### src/cod_consts.svh
`ifndef COD_CONSTS_SVH
`define COD_CONSTS_SVH

// Register addresses
`define COD_FLAGS_ADDR      8'hFC
`define COD_MASK_ADDR       8'hFB
`define COD_RP_ADDR         8'hFD

// Bit positions inside the flag register and the mask register
`define COD_FLAG_C          7
`define COD_FLAG_Z          6
`define COD_FLAG_S          5
`define COD_FLAG_V          4
`define COD_FLAG_D          3
`define COD_FLAG_H          2
`define COD_MASK_ENABLE_BIT 7

// Reset values
`define COD_FLAGS_RST       8'h00
`define COD_RP_RST          8'h00
`define COD_IEN_RST         1'b0

// Whole opcodes
`define COD_OP_DI           8'h8F
`define COD_OP_EI           8'h9F
`define COD_OP_INTERRUPT_RETURN_OP         8'hBF
`define COD_OP_RCF          8'hCF
`define COD_OP_SCF          8'hDF
`define COD_OP_CCF          8'hEF
`define COD_OP_SRP          8'h31
`define COD_OP_CALL_DA      8'hD6

// Lower nibbles with a fixed meaning across rows
`define COD_LO_DECREMENT_BRANCH_NONZERO_OP         4'hA
`define COD_LO_JR           4'hB
`define COD_LO_JP           4'hD
`define COD_LO_INC          4'hE
`define COD_LO_ONEBYTE      4'hF

// Condition codes
`define COD_CC_NEVER        4'h0
`define COD_CC_LT           4'h1
`define COD_CC_LE           4'h2
`define COD_CC_ULE          4'h3
`define COD_CC_OV           4'h4
`define COD_CC_MI           4'h5
`define COD_CC_Z            4'h6
`define COD_CC_C            4'h7
`define COD_CC_ALWAYS       4'h8
`define COD_CC_GE           4'h9
`define COD_CC_GT           4'hA
`define COD_CC_UGT          4'hB
`define COD_CC_NOV          4'hC
`define COD_CC_PL           4'hD
`define COD_CC_NZ           4'hE
`define COD_CC_NC           4'hF

`endif

### src/cod_pkg.sv
package cod_pkg;

	typedef enum logic [3:0] {
		COD_ALU_SUM      = 4'h0,
		COD_ALU_SUM_C    = 4'h1,
		COD_ALU_DIFF     = 4'h2,
		COD_ALU_DIFF_B   = 4'h3,
		COD_ALU_OR       = 4'h4,
		COD_ALU_AND      = 4'h5,
		COD_ALU_CTEST    = 4'h6,
		COD_ALU_TEST     = 4'h7,
		COD_ALU_COMPARE  = 4'hA,
		COD_ALU_XOR      = 4'hB
	} cod_alu_op_e;

	typedef enum logic [3:0] {
		COD_PAIR_WR_WR   = 4'h2,
		COD_PAIR_WR_IWR  = 4'h3,
		COD_PAIR_R_R     = 4'h4,
		COD_PAIR_R_IR    = 4'h5,
		COD_PAIR_R_IM    = 4'h6,
		COD_PAIR_IR_IM   = 4'h7
	} cod_pair_e;

	typedef enum logic [3:0] {
		COD_S_OPC        = 4'b0000,
		COD_S_OP1        = 4'b0001,
		COD_S_OP2        = 4'b0010,
		COD_S_EXEC       = 4'b0011,
		COD_S_ALU_WAIT   = 4'b0100,
		COD_S_POP_FLAGS  = 4'b0101,
		COD_S_POP_PC_HI  = 4'b0110,
		COD_S_POP_PC_LO  = 4'b0111
	} cod_state_e;

	typedef logic [7:0] cod_byte_t;

endpackage

### src/cod_cond_if.sv
`timescale 1ns/1ps
interface cod_cond_if;
	logic [3:0] cond_code;
	logic [7:0] flags;
	logic       taken;

	modport decoder (output cond_code, output flags, input taken);
	modport evaluator (input cond_code, input flags, output taken);
endinterface

### src/cod_decode.sv
`timescale 1ns/1ps
`include "cod_consts.svh"
module cod_decode
	import cod_pkg::*;
(
	input  wire logic        clk,
	input  wire logic        rst_n,
	input  wire logic        byte_valid,
	output      logic        byte_ready,
	input  wire cod_byte_t   byte_data,
	input  wire logic [15:0] pc_in,
	output      logic        instr_valid,
	output      cod_byte_t   instr_opcode,
	output      cod_byte_t   instr_operand1,
	output      cod_byte_t   instr_operand2,
	output      logic        instr_undefined,
	output      logic        alu_start,
	output      cod_alu_op_e alu_op,
	output      cod_pair_e   alu_pair,
	input  wire logic        alu_done,
	input  wire logic        alu_c,
	input  wire logic        alu_z,
	input  wire logic        alu_s,
	input  wire logic        alu_v,
	input  wire logic        alu_h,
	output      logic [3:0]  wreg_sel,
	input  wire cod_byte_t   wreg_rd_data,
	output      logic        wreg_wr_en,
	output      cod_byte_t   wreg_wr_data,
	output      logic        pc_load,
	output      logic [15:0] pc_value,
	output      logic        pop_req,
	input  wire logic        pop_ack,
	input  wire cod_byte_t   pop_data,
	input  wire logic        flags_wr_en,
	input  wire cod_byte_t   flags_wr_data,
	output      cod_byte_t   flags,
	output      logic        interrupt_enable,
	output      cod_byte_t   working_register_pointer
);

	cod_state_e  state_q;
	cod_byte_t   opc_q;
	cod_byte_t   op1_q;
	cod_byte_t   op2_q;
	logic [1:0]  len_q;
	logic        byte_take;
	logic        is_alu;
	logic        is_alu_q;
	cod_alu_op_e alu_op_q;
	cod_byte_t   dec_val;
	cod_byte_t   pc_hi_q;
	logic        cond_taken;

	cod_cond_if cif ();

	cod_cond_eval u_cond (
		.cif (cif)
	);

	// Instruction length in bytes
	function automatic logic [1:0] instr_len(input cod_byte_t op);
		logic [3:0] hi;
		logic [3:0] lo;
		hi = op[7:4];
		lo = op[3:0];
		if (lo == `COD_LO_ONEBYTE || lo == `COD_LO_INC)
			instr_len = 2'd1;
		else if (lo == `COD_LO_JP || op == `COD_OP_CALL_DA || op == 8'hC7 || op == 8'hD7 || op == 8'hF5)
			instr_len = 2'd3;
		else if (lo >= 4'h4 && lo <= 4'h7 && (hi <= 4'h7 || hi >= 4'hA))
			instr_len = 2'd3;
		else
			instr_len = 2'd2;
	endfunction

	// Arithmetic and logic group membership
	function automatic logic alu_group(input cod_byte_t op);
		alu_group = (op[3:0] >= 4'h2 && op[3:0] <= 4'h7) &&
			(op[7:4] <= 4'h7 || op[7:4] == 4'hA || op[7:4] == 4'hB);
	endfunction

	// Blank map positions
	function automatic logic undefined_op(input cod_byte_t op);
		logic [3:0] hi;
		logic [3:0] lo;
		hi = op[7:4];
		lo = op[3:0];
		case (hi)
			4'h8, 4'h9: undefined_op = (lo >= 4'h2 && lo <= 4'h7);
			4'hC:       undefined_op = (lo >= 4'h4 && lo <= 4'h6);
			4'hD:       undefined_op = (lo == 4'h2 || lo == 4'h3 || lo == 4'h5);
			4'hE:       undefined_op = (lo == 4'h2);
			4'hF:       undefined_op = (lo == 4'h2 || lo == 4'h4 || lo == 4'h6 || lo == 4'h7);
			4'h0, 4'h1, 4'h2: undefined_op = (lo == `COD_LO_ONEBYTE);
			default:    undefined_op = 1'b0;
		endcase
	endfunction

	assign is_alu = alu_group(opc_q);
	assign byte_take = byte_valid && byte_ready;
	assign cif.cond_code = opc_q[7:4];
	assign cif.flags = flags;
	assign cond_taken = cif.taken;
	assign wreg_sel = opc_q[7:4];
	assign dec_val = wreg_rd_data - 8'h01;
	assign alu_op = alu_op_q;

	always_comb
	begin
		byte_ready = (state_q == COD_S_OPC) || (state_q == COD_S_OP1) || (state_q == COD_S_OP2);
		pop_req = (state_q == COD_S_POP_FLAGS) || (state_q == COD_S_POP_PC_HI) || (state_q == COD_S_POP_PC_LO);
	end

	// Fetch and sequence
	always_ff @(posedge clk or negedge rst_n)
	begin
		if (!rst_n)
		begin
			state_q <= COD_S_OPC;
			opc_q <= 8'h00;
			op1_q <= 8'h00;
			op2_q <= 8'h00;
			len_q <= 2'd1;
			pc_hi_q <= 8'h00;
		end
		else
		begin
			case (state_q)
				COD_S_OPC:
					if (byte_take)
					begin
						opc_q <= byte_data;
						len_q <= instr_len(byte_data);
						state_q <= (instr_len(byte_data) == 2'd1) ? COD_S_EXEC : COD_S_OP1;
					end
				COD_S_OP1:
					if (byte_take)
					begin
						op1_q <= byte_data;
						state_q <= (len_q == 2'd3) ? COD_S_OP2 : COD_S_EXEC;
					end
				COD_S_OP2:
					if (byte_take)
					begin
						op2_q <= byte_data;
						state_q <= COD_S_EXEC;
					end
				COD_S_EXEC:
					if (opc_q == `COD_OP_INTERRUPT_RETURN_OP)
						state_q <= COD_S_POP_FLAGS;
					else if (is_alu)
						state_q <= COD_S_ALU_WAIT;
					else
						state_q <= COD_S_OPC;
				COD_S_ALU_WAIT:
					if (alu_done)
						state_q <= COD_S_OPC;
				COD_S_POP_FLAGS:
					if (pop_ack)
						state_q <= COD_S_POP_PC_HI;
				COD_S_POP_PC_HI:
					if (pop_ack)
					begin
						pc_hi_q <= pop_data;
						state_q <= COD_S_POP_PC_LO;
					end
				COD_S_POP_PC_LO:
					if (pop_ack)
						state_q <= COD_S_OPC;
				default:
					state_q <= COD_S_OPC;
			endcase
		end
	end

	// Decoded instruction presentation
	always_ff @(posedge clk or negedge rst_n)
	begin
		if (!rst_n)
		begin
			instr_valid <= 1'b0;
			instr_opcode <= 8'h00;
			instr_operand1 <= 8'h00;
			instr_operand2 <= 8'h00;
			instr_undefined <= 1'b0;
			alu_start <= 1'b0;
			alu_op_q <= COD_ALU_SUM;
			alu_pair <= COD_PAIR_WR_WR;
			is_alu_q <= 1'b0;
		end
		else
		begin
			instr_valid <= (state_q == COD_S_EXEC);
			instr_undefined <= (state_q == COD_S_EXEC) && undefined_op(opc_q);
			alu_start <= (state_q == COD_S_EXEC) && is_alu;
			if (state_q == COD_S_EXEC)
			begin
				instr_opcode <= opc_q;
				instr_operand1 <= op1_q;
				instr_operand2 <= op2_q;
				is_alu_q <= is_alu;
				if (is_alu)
				begin
					alu_op_q <= cod_alu_op_e'(opc_q[7:4]);
					alu_pair <= cod_pair_e'(opc_q[3:0]);
				end
			end
		end
	end

	// Branches, decrement loop and return address
	always_ff @(posedge clk or negedge rst_n)
	begin
		if (!rst_n)
		begin
			pc_load <= 1'b0;
			pc_value <= 16'h0000;
			wreg_wr_en <= 1'b0;
			wreg_wr_data <= 8'h00;
		end
		else
		begin
			pc_load <= 1'b0;
			wreg_wr_en <= 1'b0;
			if (state_q == COD_S_EXEC)
			begin
				case (opc_q[3:0])
					`COD_LO_DECREMENT_BRANCH_NONZERO_OP:
					begin
						wreg_wr_en <= 1'b1;
						wreg_wr_data <= dec_val;
						if (dec_val != 8'h00)
						begin
							pc_load <= 1'b1;
							pc_value <= pc_in + {{8{op1_q[7]}}, op1_q};
						end
					end
					`COD_LO_JR:
						if (cond_taken)
						begin
							pc_load <= 1'b1;
							pc_value <= pc_in + {{8{op1_q[7]}}, op1_q};
						end
					`COD_LO_JP:
						if (cond_taken)
						begin
							pc_load <= 1'b1;
							pc_value <= {op1_q, op2_q};
						end
					default:
						pc_load <= 1'b0;
				endcase
			end
			else if (state_q == COD_S_POP_PC_LO && pop_ack)
			begin
				pc_load <= 1'b1;
				pc_value <= {pc_hi_q, pop_data};
			end
		end
	end

	// Interrupt enable and register pointer
	always_ff @(posedge clk or negedge rst_n)
	begin
		if (!rst_n)
		begin
			interrupt_enable <= `COD_IEN_RST;
			working_register_pointer <= `COD_RP_RST;
		end
		else if (state_q == COD_S_EXEC)
		begin
			if (opc_q == `COD_OP_DI)
				interrupt_enable <= 1'b0;
			else if (opc_q == `COD_OP_EI)
				interrupt_enable <= 1'b1;
			if (opc_q == `COD_OP_SRP)
				working_register_pointer <= op1_q;
		end
		else if (state_q == COD_S_POP_PC_LO && pop_ack)
			interrupt_enable <= 1'b1;
	end

	// Flag register; bits 1:0 are unused and hold zero
	always_ff @(posedge clk or negedge rst_n)
	begin
		if (!rst_n)
			flags <= `COD_FLAGS_RST;
		else if (state_q == COD_S_POP_FLAGS && pop_ack)
			flags <= {pop_data[7:2], 2'b00};
		else if (state_q == COD_S_ALU_WAIT && alu_done && is_alu_q)
		begin
			flags[`COD_FLAG_Z] <= alu_z;
			flags[`COD_FLAG_S] <= alu_s;
			case (alu_op_q)
				COD_ALU_SUM, COD_ALU_SUM_C:
				begin
					flags[`COD_FLAG_C] <= alu_c;
					flags[`COD_FLAG_V] <= alu_v;
					flags[`COD_FLAG_H] <= alu_h;
					flags[`COD_FLAG_D] <= 1'b0;
				end
				COD_ALU_DIFF, COD_ALU_DIFF_B:
				begin
					flags[`COD_FLAG_C] <= alu_c;
					flags[`COD_FLAG_V] <= alu_v;
					flags[`COD_FLAG_H] <= alu_h;
					flags[`COD_FLAG_D] <= 1'b1;
				end
				COD_ALU_COMPARE:
				begin
					flags[`COD_FLAG_C] <= alu_c;
					flags[`COD_FLAG_V] <= alu_v;
				end
				default:
					flags[`COD_FLAG_V] <= 1'b0;
			endcase
		end
		else if (state_q == COD_S_EXEC && opc_q == `COD_OP_RCF)
			flags[`COD_FLAG_C] <= 1'b0;
		else if (state_q == COD_S_EXEC && opc_q == `COD_OP_SCF)
			flags[`COD_FLAG_C] <= 1'b1;
		else if (state_q == COD_S_EXEC && opc_q == `COD_OP_CCF)
			flags[`COD_FLAG_C] <= ~flags[`COD_FLAG_C];
		else if (flags_wr_en)
			flags <= {flags_wr_data[7:2], 2'b00};
	end

endmodule // cod_decode

### src/cod_cond_eval.sv
`timescale 1ns/1ps
`include "cod_consts.svh"
module cod_cond_eval
	import cod_pkg::*;
(
	cod_cond_if.evaluator cif
);

	function automatic logic eval_cond(input logic [3:0] cc, input logic [7:0] f);
		logic c;
		logic z;
		logic sv;
		c = f[`COD_FLAG_C];
		z = f[`COD_FLAG_Z];
		sv = f[`COD_FLAG_S] ^ f[`COD_FLAG_V];
		case (cc)
			`COD_CC_ALWAYS: eval_cond = 1'b1;
			`COD_CC_NEVER:  eval_cond = 1'b0;
			`COD_CC_C:      eval_cond = c;
			`COD_CC_NC:     eval_cond = ~c;
			`COD_CC_Z:      eval_cond = z;
			`COD_CC_NZ:     eval_cond = ~z;
			`COD_CC_PL:     eval_cond = ~f[`COD_FLAG_S];
			`COD_CC_MI:     eval_cond = f[`COD_FLAG_S];
			`COD_CC_OV:     eval_cond = f[`COD_FLAG_V];
			`COD_CC_NOV:    eval_cond = ~f[`COD_FLAG_V];
			`COD_CC_GE:     eval_cond = ~sv;
			`COD_CC_LT:     eval_cond = sv;
			`COD_CC_LE:     eval_cond = z | sv;
			`COD_CC_GT:     eval_cond = ~(z | sv);
			`COD_CC_UGT:    eval_cond = ~c & ~z;
			`COD_CC_ULE:    eval_cond = c | z;
			default:        eval_cond = 1'b0;
		endcase
	endfunction

	assign cif.taken = eval_cond(cif.cond_code, cif.flags);

endmodule // cod_cond_eval

### config.mk
export PLATFORM = sky130hd
export DESIGN_NAME = cod_decode
export DESIGN_NICKNAME = d
export VERILOG_FILES = /design/src/cod_pkg.sv /design/src/cod_cond_if.sv /design/src/cod_decode.sv /design/src/cod_cond_eval.sv
export VERILOG_INCLUDE_DIRS = /design/src
export SDC_FILE = /design/constraint.sdc
export NUM_CORES = 1
export LEC_CHECK = 0
export ABC_CLOCK_PERIOD_IN_PS = 6700
export CELL_PAD_IN_SITES_DETAIL_PLACEMENT = 1
export CELL_PAD_IN_SITES_GLOBAL_PLACEMENT = 2
export CORE_UTILIZATION = 42
export DETAILED_ROUTE_END_ITERATION = 7
export DONT_BUFFER_PORTS = 1
export PLACE_DENSITY_LB_ADDON = 0.1
export SLEW_MARGIN = 20
export SYNTH_ARGS = -nofsm -noshare
export SYNTH_HDL_FRONTEND = slang
export SYNTH_HIERARCHICAL = 1
export SYNTH_SLANG_ARGS = --single-unit
export TNS_END_PERCENT = 5
### constraint.sdc
create_clock -name clk -period 6.7 [get_ports clk]
set_input_delay 0 -clock clk [delete_from_list [all_inputs] [get_ports clk]]
set_output_delay 0 -clock clk [all_outputs]
set_load 0.005 [all_outputs]
# Word-level counts from Yosys, hierarchy flattened
# Cells that the tools add are included.
# op_classes
n_addsub	2
magnitude_cmp	9
eq_ne	73
n_bitwise	10
n_mux	49
reduce_logical	60
# ops
cell	count
$eq 8x8->1 const B	10
$mux 16	5
$eq 4x4->1 const B	16
$eq 4x3->1 const B	12
$pmux 16 s3	1
$eq 4x2->1 const B	8
$pmux 4 s8	1
$mux 4	7
$ne 2x2->1 const B	11
$mux 7	3
$ne 3x3->1 const B	7
$le 4x3->1 const B	5
$reduce_and 2->1	9
$logic_or 1x1->1	17
$mux 1	17
$add 16x16->16	1
$mux 8	2
$pmux 1 s16	1
$logic_and 1x1->1	15
$reduce_and 5->1	3
$eq 4x1->1 const B	3
$logic_not 4->1	3
$mux 2	6
$eq 8x6->1 const B	1
27 further kinds	39
# word_totals
out_inout_bits	84
reg_bits	117
input_bits	59

# Depth between registers and ports, before layout
# depth
word_depth	13
ltp_mapped	14
depth_no_buf	11

# Modules after synthesis
# The synthesis kept the hierarchy.
# by_module_without_submodules
mod	seq_area_each_um2	instances	cells_each	area_each_um2
cod_decode	2855.2	1	624	5959.5
cod_cond_eval	0.0	1	20	175.2

# Worst setup path after synthesis
# No wires, ideal clock.
# synth_timing
path_kind	reg2reg
start	register opc_q[7]
end	register pc_value[15]
period_less_slack_ns	2.472
arrival_time_ns	2.346
t_required_ns	6.574
setup_time_ns	0.126
stages_incl_launch_ff	13
slack_ns	4.228
path_cell_list	dfrtp_1 -> buf_6 -> xnor3_1 -> nor3b_2 -> a31oi_1 -> o211ai_2 -> nand4b_1 -> o21ai_0 -> nand2_1 -> o31ai_2 -> a41oi_2 -> or4_1 -> o311a_1
# synth_via
elab_chain_len	4
elab_cells_between_ends	20
# synth_rtl
item	line	text
from (decl)	cod_decode.sv:43	cod_byte_t opc_q;
from (signal assigned)	cod_decode.sv:133	opc_q <= byte_data;
$eq 4x2->1, or another cell as far along	cod_cond_eval.sv:16	case (cc)
$pmux 1 s16 *	cod_cond_eval.sv:16	
net cif.taken	cod_cond_if.sv:5	logic taken;
$ne 3x3->1 (no line)	--	
$reduce_and 5->1 (no line) *	--	
to (signal assigned)	cod_decode.sv:243	pc_value <= pc_in + {{8{op1_q[7]}}, op1_q};
to (signal assigned)	cod_decode.sv:249	pc_value <= {op1_q, op2_q};
to (signal assigned)	cod_decode.sv:258	pc_value <= {pc_hi_q, pop_data};
to (decl)	cod_decode.sv:31	output logic [15:0] pc_value,
# Mark *: on every way through the listed nets, which the timed path passes. The rest lies on a longest branch.
# A chain may end at the register's enable or synchronous reset.

# Final worst setup path
# layout_timing
start	register state_q[2]
end	register flags[7]
# layout_via
elab_chain_len	7
elab_cells_between_ends	17
# layout_rtl
item	line	text
from (decl)	cod_decode.sv:42	cod_state_e state_q;
from (signal assigned)	cod_decode.sv:135	state_q <= (instr_len(byte_data) == 2'd1) ? COD_S_EXEC : COD_S_OP1;
from (signal assigned)	cod_decode.sv:141	state_q <= (len_q == 2'd3) ? COD_S_OP2 : COD_S_EXEC;
$eq 4x2->1	cod_decode.sv:319, cod_decode.sv:321, cod_decode.sv:323	
$logic_and 1x1->1 (no line)	--	
$mux 1	cod_decode.sv:323	else if (state_q == COD_S_EXEC && opc_q == `COD_OP_CCF)
$mux 1	cod_decode.sv:321	else if (state_q == COD_S_EXEC && opc_q == `COD_OP_SCF)
$mux 1	cod_decode.sv:319	else if (state_q == COD_S_EXEC && opc_q == `COD_OP_RCF)
$mux 6	cod_decode.sv:291	else if (state_q == COD_S_ALU_WAIT && alu_done && is_alu_q)
$mux 8	cod_decode.sv:289	else if (state_q == COD_S_POP_FLAGS && pop_ack)
to (signal assigned)	cod_decode.sv:288	flags <= `COD_FLAGS_RST;
to (signal assigned)	cod_decode.sv:290	flags <= {pop_data[7:2], 2'b00};
to (signal, indexed assignment)	cod_decode.sv:293	flags[`COD_FLAG_Z] <= alu_z;
to (decl)	cod_decode.sv:37	output cod_byte_t flags,
# Parallel ways exist; a longest one is shown, timed or not.

==> impl_metrics.env <==
export IMPL_firstDrtPassIters=4
export IMPL_crit_slowest_cell="or2_1"
export IMPL_htree_levels=4
export IMPL_crit_buf_inv=4
export IMPL_tritoncts="yes"
export IMPL_critPathTopFamily="buffers and inverters"
export IMPL_hpwl_um=12700
export IMPL_worstPathMaxFanout=44
export IMPL_yosys_most_used_dff="dfrtp_1"
export IMPL_tightestPinTransition_ps=1040
export IMPL_track_usage=0.262
export IMPL_syn_to_final_growth_pct=18.7
export IMPL_antenna_found_initial=0
export IMPL_cts_made_buffers=17
export IMPL_wl_per_cell_um=21.8
export IMPL_peakVddDrop_uv=258
export IMPL_slew_viol_final=0
export IMPL_fp_dieArea_sq_um=15100
export IMPL_clock_latency_ps=410
export IMPL_clkSinkCount=114
export IMPL_grt_max_degree=115
export IMPL_powerDensity_nw_per_um2=514
export IMPL_drive_above_1_share=0.133
export IMPL_skew_ps=6.06
export IMPL_finalHoldViolations=0
export IMPL_design_core_area_sq_um=14000
export IMPL_cpPeakStageDelay_ps=650
export IMPL_grt_pass1_wl_um=29500
export IMPL_cp_cell_sequence="or2_1 -> buf_4 -> clkinv_4 -> nand4_1 -> mux2i_1 -> o21ai_0 -> dlygate4sd3_1 -> nor2_1 -> a21oi_1 -> dlygate4sd3_1"
export IMPL_cts_setup_buffers=0
export IMPL_place_area_sq_um=6220
export IMPL_ios=143
export IMPL_worstSetupPathType="flip-flop to flip-flop"
export IMPL_cp_start_kind="flip-flop"
export IMPL_grt_use_met3=0.0674
export IMPL_drt_iter0_markers=280
export IMPL_cap_viol_max_count=0
export IMPL_synthCells=644
export IMPL_finalCritPeriodShare=0.607
export IMPL_routed_wl_um=18900
export IMPL_crit_path_end_kind="flip-flop"
export IMPL_cp_required_ps=6990
export IMPL_yosysSeqAreaShare=0.465
export IMPL_fin_area_sq_um=7280
export IMPL_period_minus_slack_ps=4070
export IMPL_rows=43
export IMPL_synth_edf_count=0
export IMPL_vias_per_cell=5.82
export IMPL_overflow=0
export IMPL_grt_met2_usage=0.442
export IMPL_synth_cell_types=63
export IMPL_start_util=0.437
export IMPL_port_buffers=0
export IMPL_setup_viol=0
export IMPL_dieWidth_um=123
export IMPL_postSynthAreaPerCell_sq_um=9.53
export IMPL_synth_top_cell_area_share=0.457
export IMPL_ant_nets=0
export IMPL_drc=0
export IMPL_yosys_warnings=6
export IMPL_fp_dieH_um=123
export IMPL_clk_pin_slew_ps=60
export IMPL_hp_class="primary input to flip-flop"
export IMPL_fillCellCount=1572
export IMPL_gp_congestion=0.833
export IMPL_ys_async_sr_fraction=1.00
export IMPL_grt_busiest_layer="met2"
export IMPL_num_antenna_cells=0
export IMPL_route_vias_total=5041
export IMPL_crit_path_frequent_cell="dlygate4sd3_1"
export IMPL_ys_seq_elements=114
export IMPL_ctsLongestPathBuffers=2
export IMPL_yosysTopAreaCell="dfrtp_1"
export IMPL_fmax_mhz=246
export IMPL_nets=750
export IMPL_setup_tns_ps=0
export IMPL_cp_arrival_ps=4360
export IMPL_status="completed"
export IMPL_synth_cell_area_sq_um=6130
export IMPL_met1_usage=0.327
export IMPL_power_leakage_nw=3.26
export IMPL_root_buffer="clkbuf_16"
export IMPL_relSlewSlack=0.309
export IMPL_grt_pass1_vias=5401
export IMPL_cts_resized=0
export IMPL_synth_area_top_cells="dfrtp_1 (46%), mux2_2 (8.3%), nand2_1 (7.8%)"
export IMPL_rsz0062_at_grt="no"
-- synth_stat cells, types with 2 or more instances --
cell type  instances
nand2b_1           7
nor4b_1            2
ha_1              17
o211ai_1           7
o21a_1             3
clkbuf_1          26
buf_4              6
dfstp_2            2
mux2_2            45
a222oi_1           5
and3_1             3
xor2_1            12
nand4b_1           3
nor3_1            14
nand2_1          128
o22ai_1            2
xnor2_1            9
o41ai_1            2
a22oi_1            3
buf_2              3
or3_1              4
dfrtp_1          112
nor2_1            39
nand3b_1           3
inv_1             15
a211oi_1           6
a21oi_1           32
mux2i_1            4
nand3_1            8
a21o_1             7
a32oi_1            2
nor2b_1            8
nand4_1            5
a31oi_1           10
a22o_1             4
buf_6              2
nor3b_1            3
o21ai_0           51
a211o_1            4
nor4_1             3
-- cells in the final DEF (no fill, tap or decap), types with 8 or more instances in the layout --
master         count
nand2_1          128
dfrtp_1          112
o21ai_0           51
mux2_2            45
dlygate4sd3_1     41
nor2_1            39
a21oi_1           32
ha_1              17
clkbuf_16         17
inv_1             15
nor3_1            14
xor2_1            12
a31oi_1           10
xnor2_1            9
nor2b_1            8
nand3_1            8
-- cell families after synthesis --
family / Yosys count / share of synthesized area
compound gates: 148 / 0.154
xor+xnor: 22 / 0.0337
fa+ha+maj: 18 / 0.0379
buf+inv: 54 / 0.0406
flops: 114 / 0.465
mux: 49 / 0.0891
other cells: 1 / 0.000611
simple gates: 238 / 0.178
-- through the flow --
step	cells	hold slack, ps	setup slack (ps)	utilization	power (mW)
after global routing	866	42.3	2320	0.519	4.00
after global placement	792	-293	3120	0.443	2.67
after floorplan	645	-296	4230	-	2.33
final	866	23.6	2630	0.519	3.74
after CTS	866	4.74	2640	0.519	3.77
after detailed placement	792	-293	3110	0.443	2.74
-- worst paths after layout --
kind	to	slack, ps	depth (start not counted)	from
setup reg to reg	flags[7]$_DFFE_PN0P_	2630	10	state_q[2]$_DFFE_PN0P_
hold reg to reg	len_q[0]$_DFFE_PN1P_	490	2	len_q[0]$_DFFE_PN1P_
min in group asynchronous	alu_op[2]$_DFFE_PN0P_	190	2	rst_n
setup / recovery	flags[7]$_DFFE_PN0P_	2630	10	state_q[2]$_DFFE_PN0P_
max in group asynchronous	pc_value[1]$_DFFE_PN0P_	6030	2	rst_n
hold / removal	state_q[1]$_DFFE_PN0P_	20	3	byte_valid
-- area by class of cell --
| type | instances | area (sq um) | share of cell area |
|---|---|---|---|
| repair buffers | 47 | 475 | 0.0653 |
| multi-input cells | 477 | 3030 | 0.417 |
| clock inverters | 12 | 181 | 0.0249 |
| well taps | 180 | 225 | 0.0309 |
| clock buffers | 20 | 447 | 0.0613 |
| inverters | 16 | 65.1 | 0.00893 |
| flip-flops and latches | 114 | 2860 | 0.392 |
-- report_power, final --
group	switching [mW]	total, mW	leakage [nW]	internal [mW]
Sequential	0.416	1.42	1.39	1.00
Clock	0.333	0.967	0.305	0.634
Combinational	0.776	1.36	1.56	0.583
Total	1.53	3.74	3.26	2.22
-- flip-flops by register name (all words and copies together), names as in the netlist, 6 cells and up --
| signal | count |
|---|---|
| instr_opcode | 8 |
| op1_q | 8 |
| op2_q | 8 |
| instr_operand2 | 8 |
| working_register_pointer | 8 |
| flags | 6 |
| pc_hi_q | 8 |
| instr_operand1 | 8 |
| opc_q | 8 |
| wreg_wr_data | 8 |
| pc_value | 16 |
-- worst reg2reg max path: stages, from the launching register on --
cell,delay [ps]
dfrtp_1,600
or2_1,650
buf_4,440
clkinv_4,370
nand4_1,320
mux2i_1,210
o21ai_0,90
dlygate4sd3_1,560
nor2_1,90
a21oi_1,50
dlygate4sd3_1,570
-- per-layer routing --
metal	wire [um]	part of all wire
met1	8290	0.44
met2	9260	0.49
met3	1060	0.056
met4	293	0.016
met5	0	0
-- timing repair --
action	4_1_cts	5_1_grt
endpoints found under the setup margin	0	0
hold buffers	42	0
endpoints found under the hold margin	172	0
No activity file was read; power rests on OpenSTA's default activity.
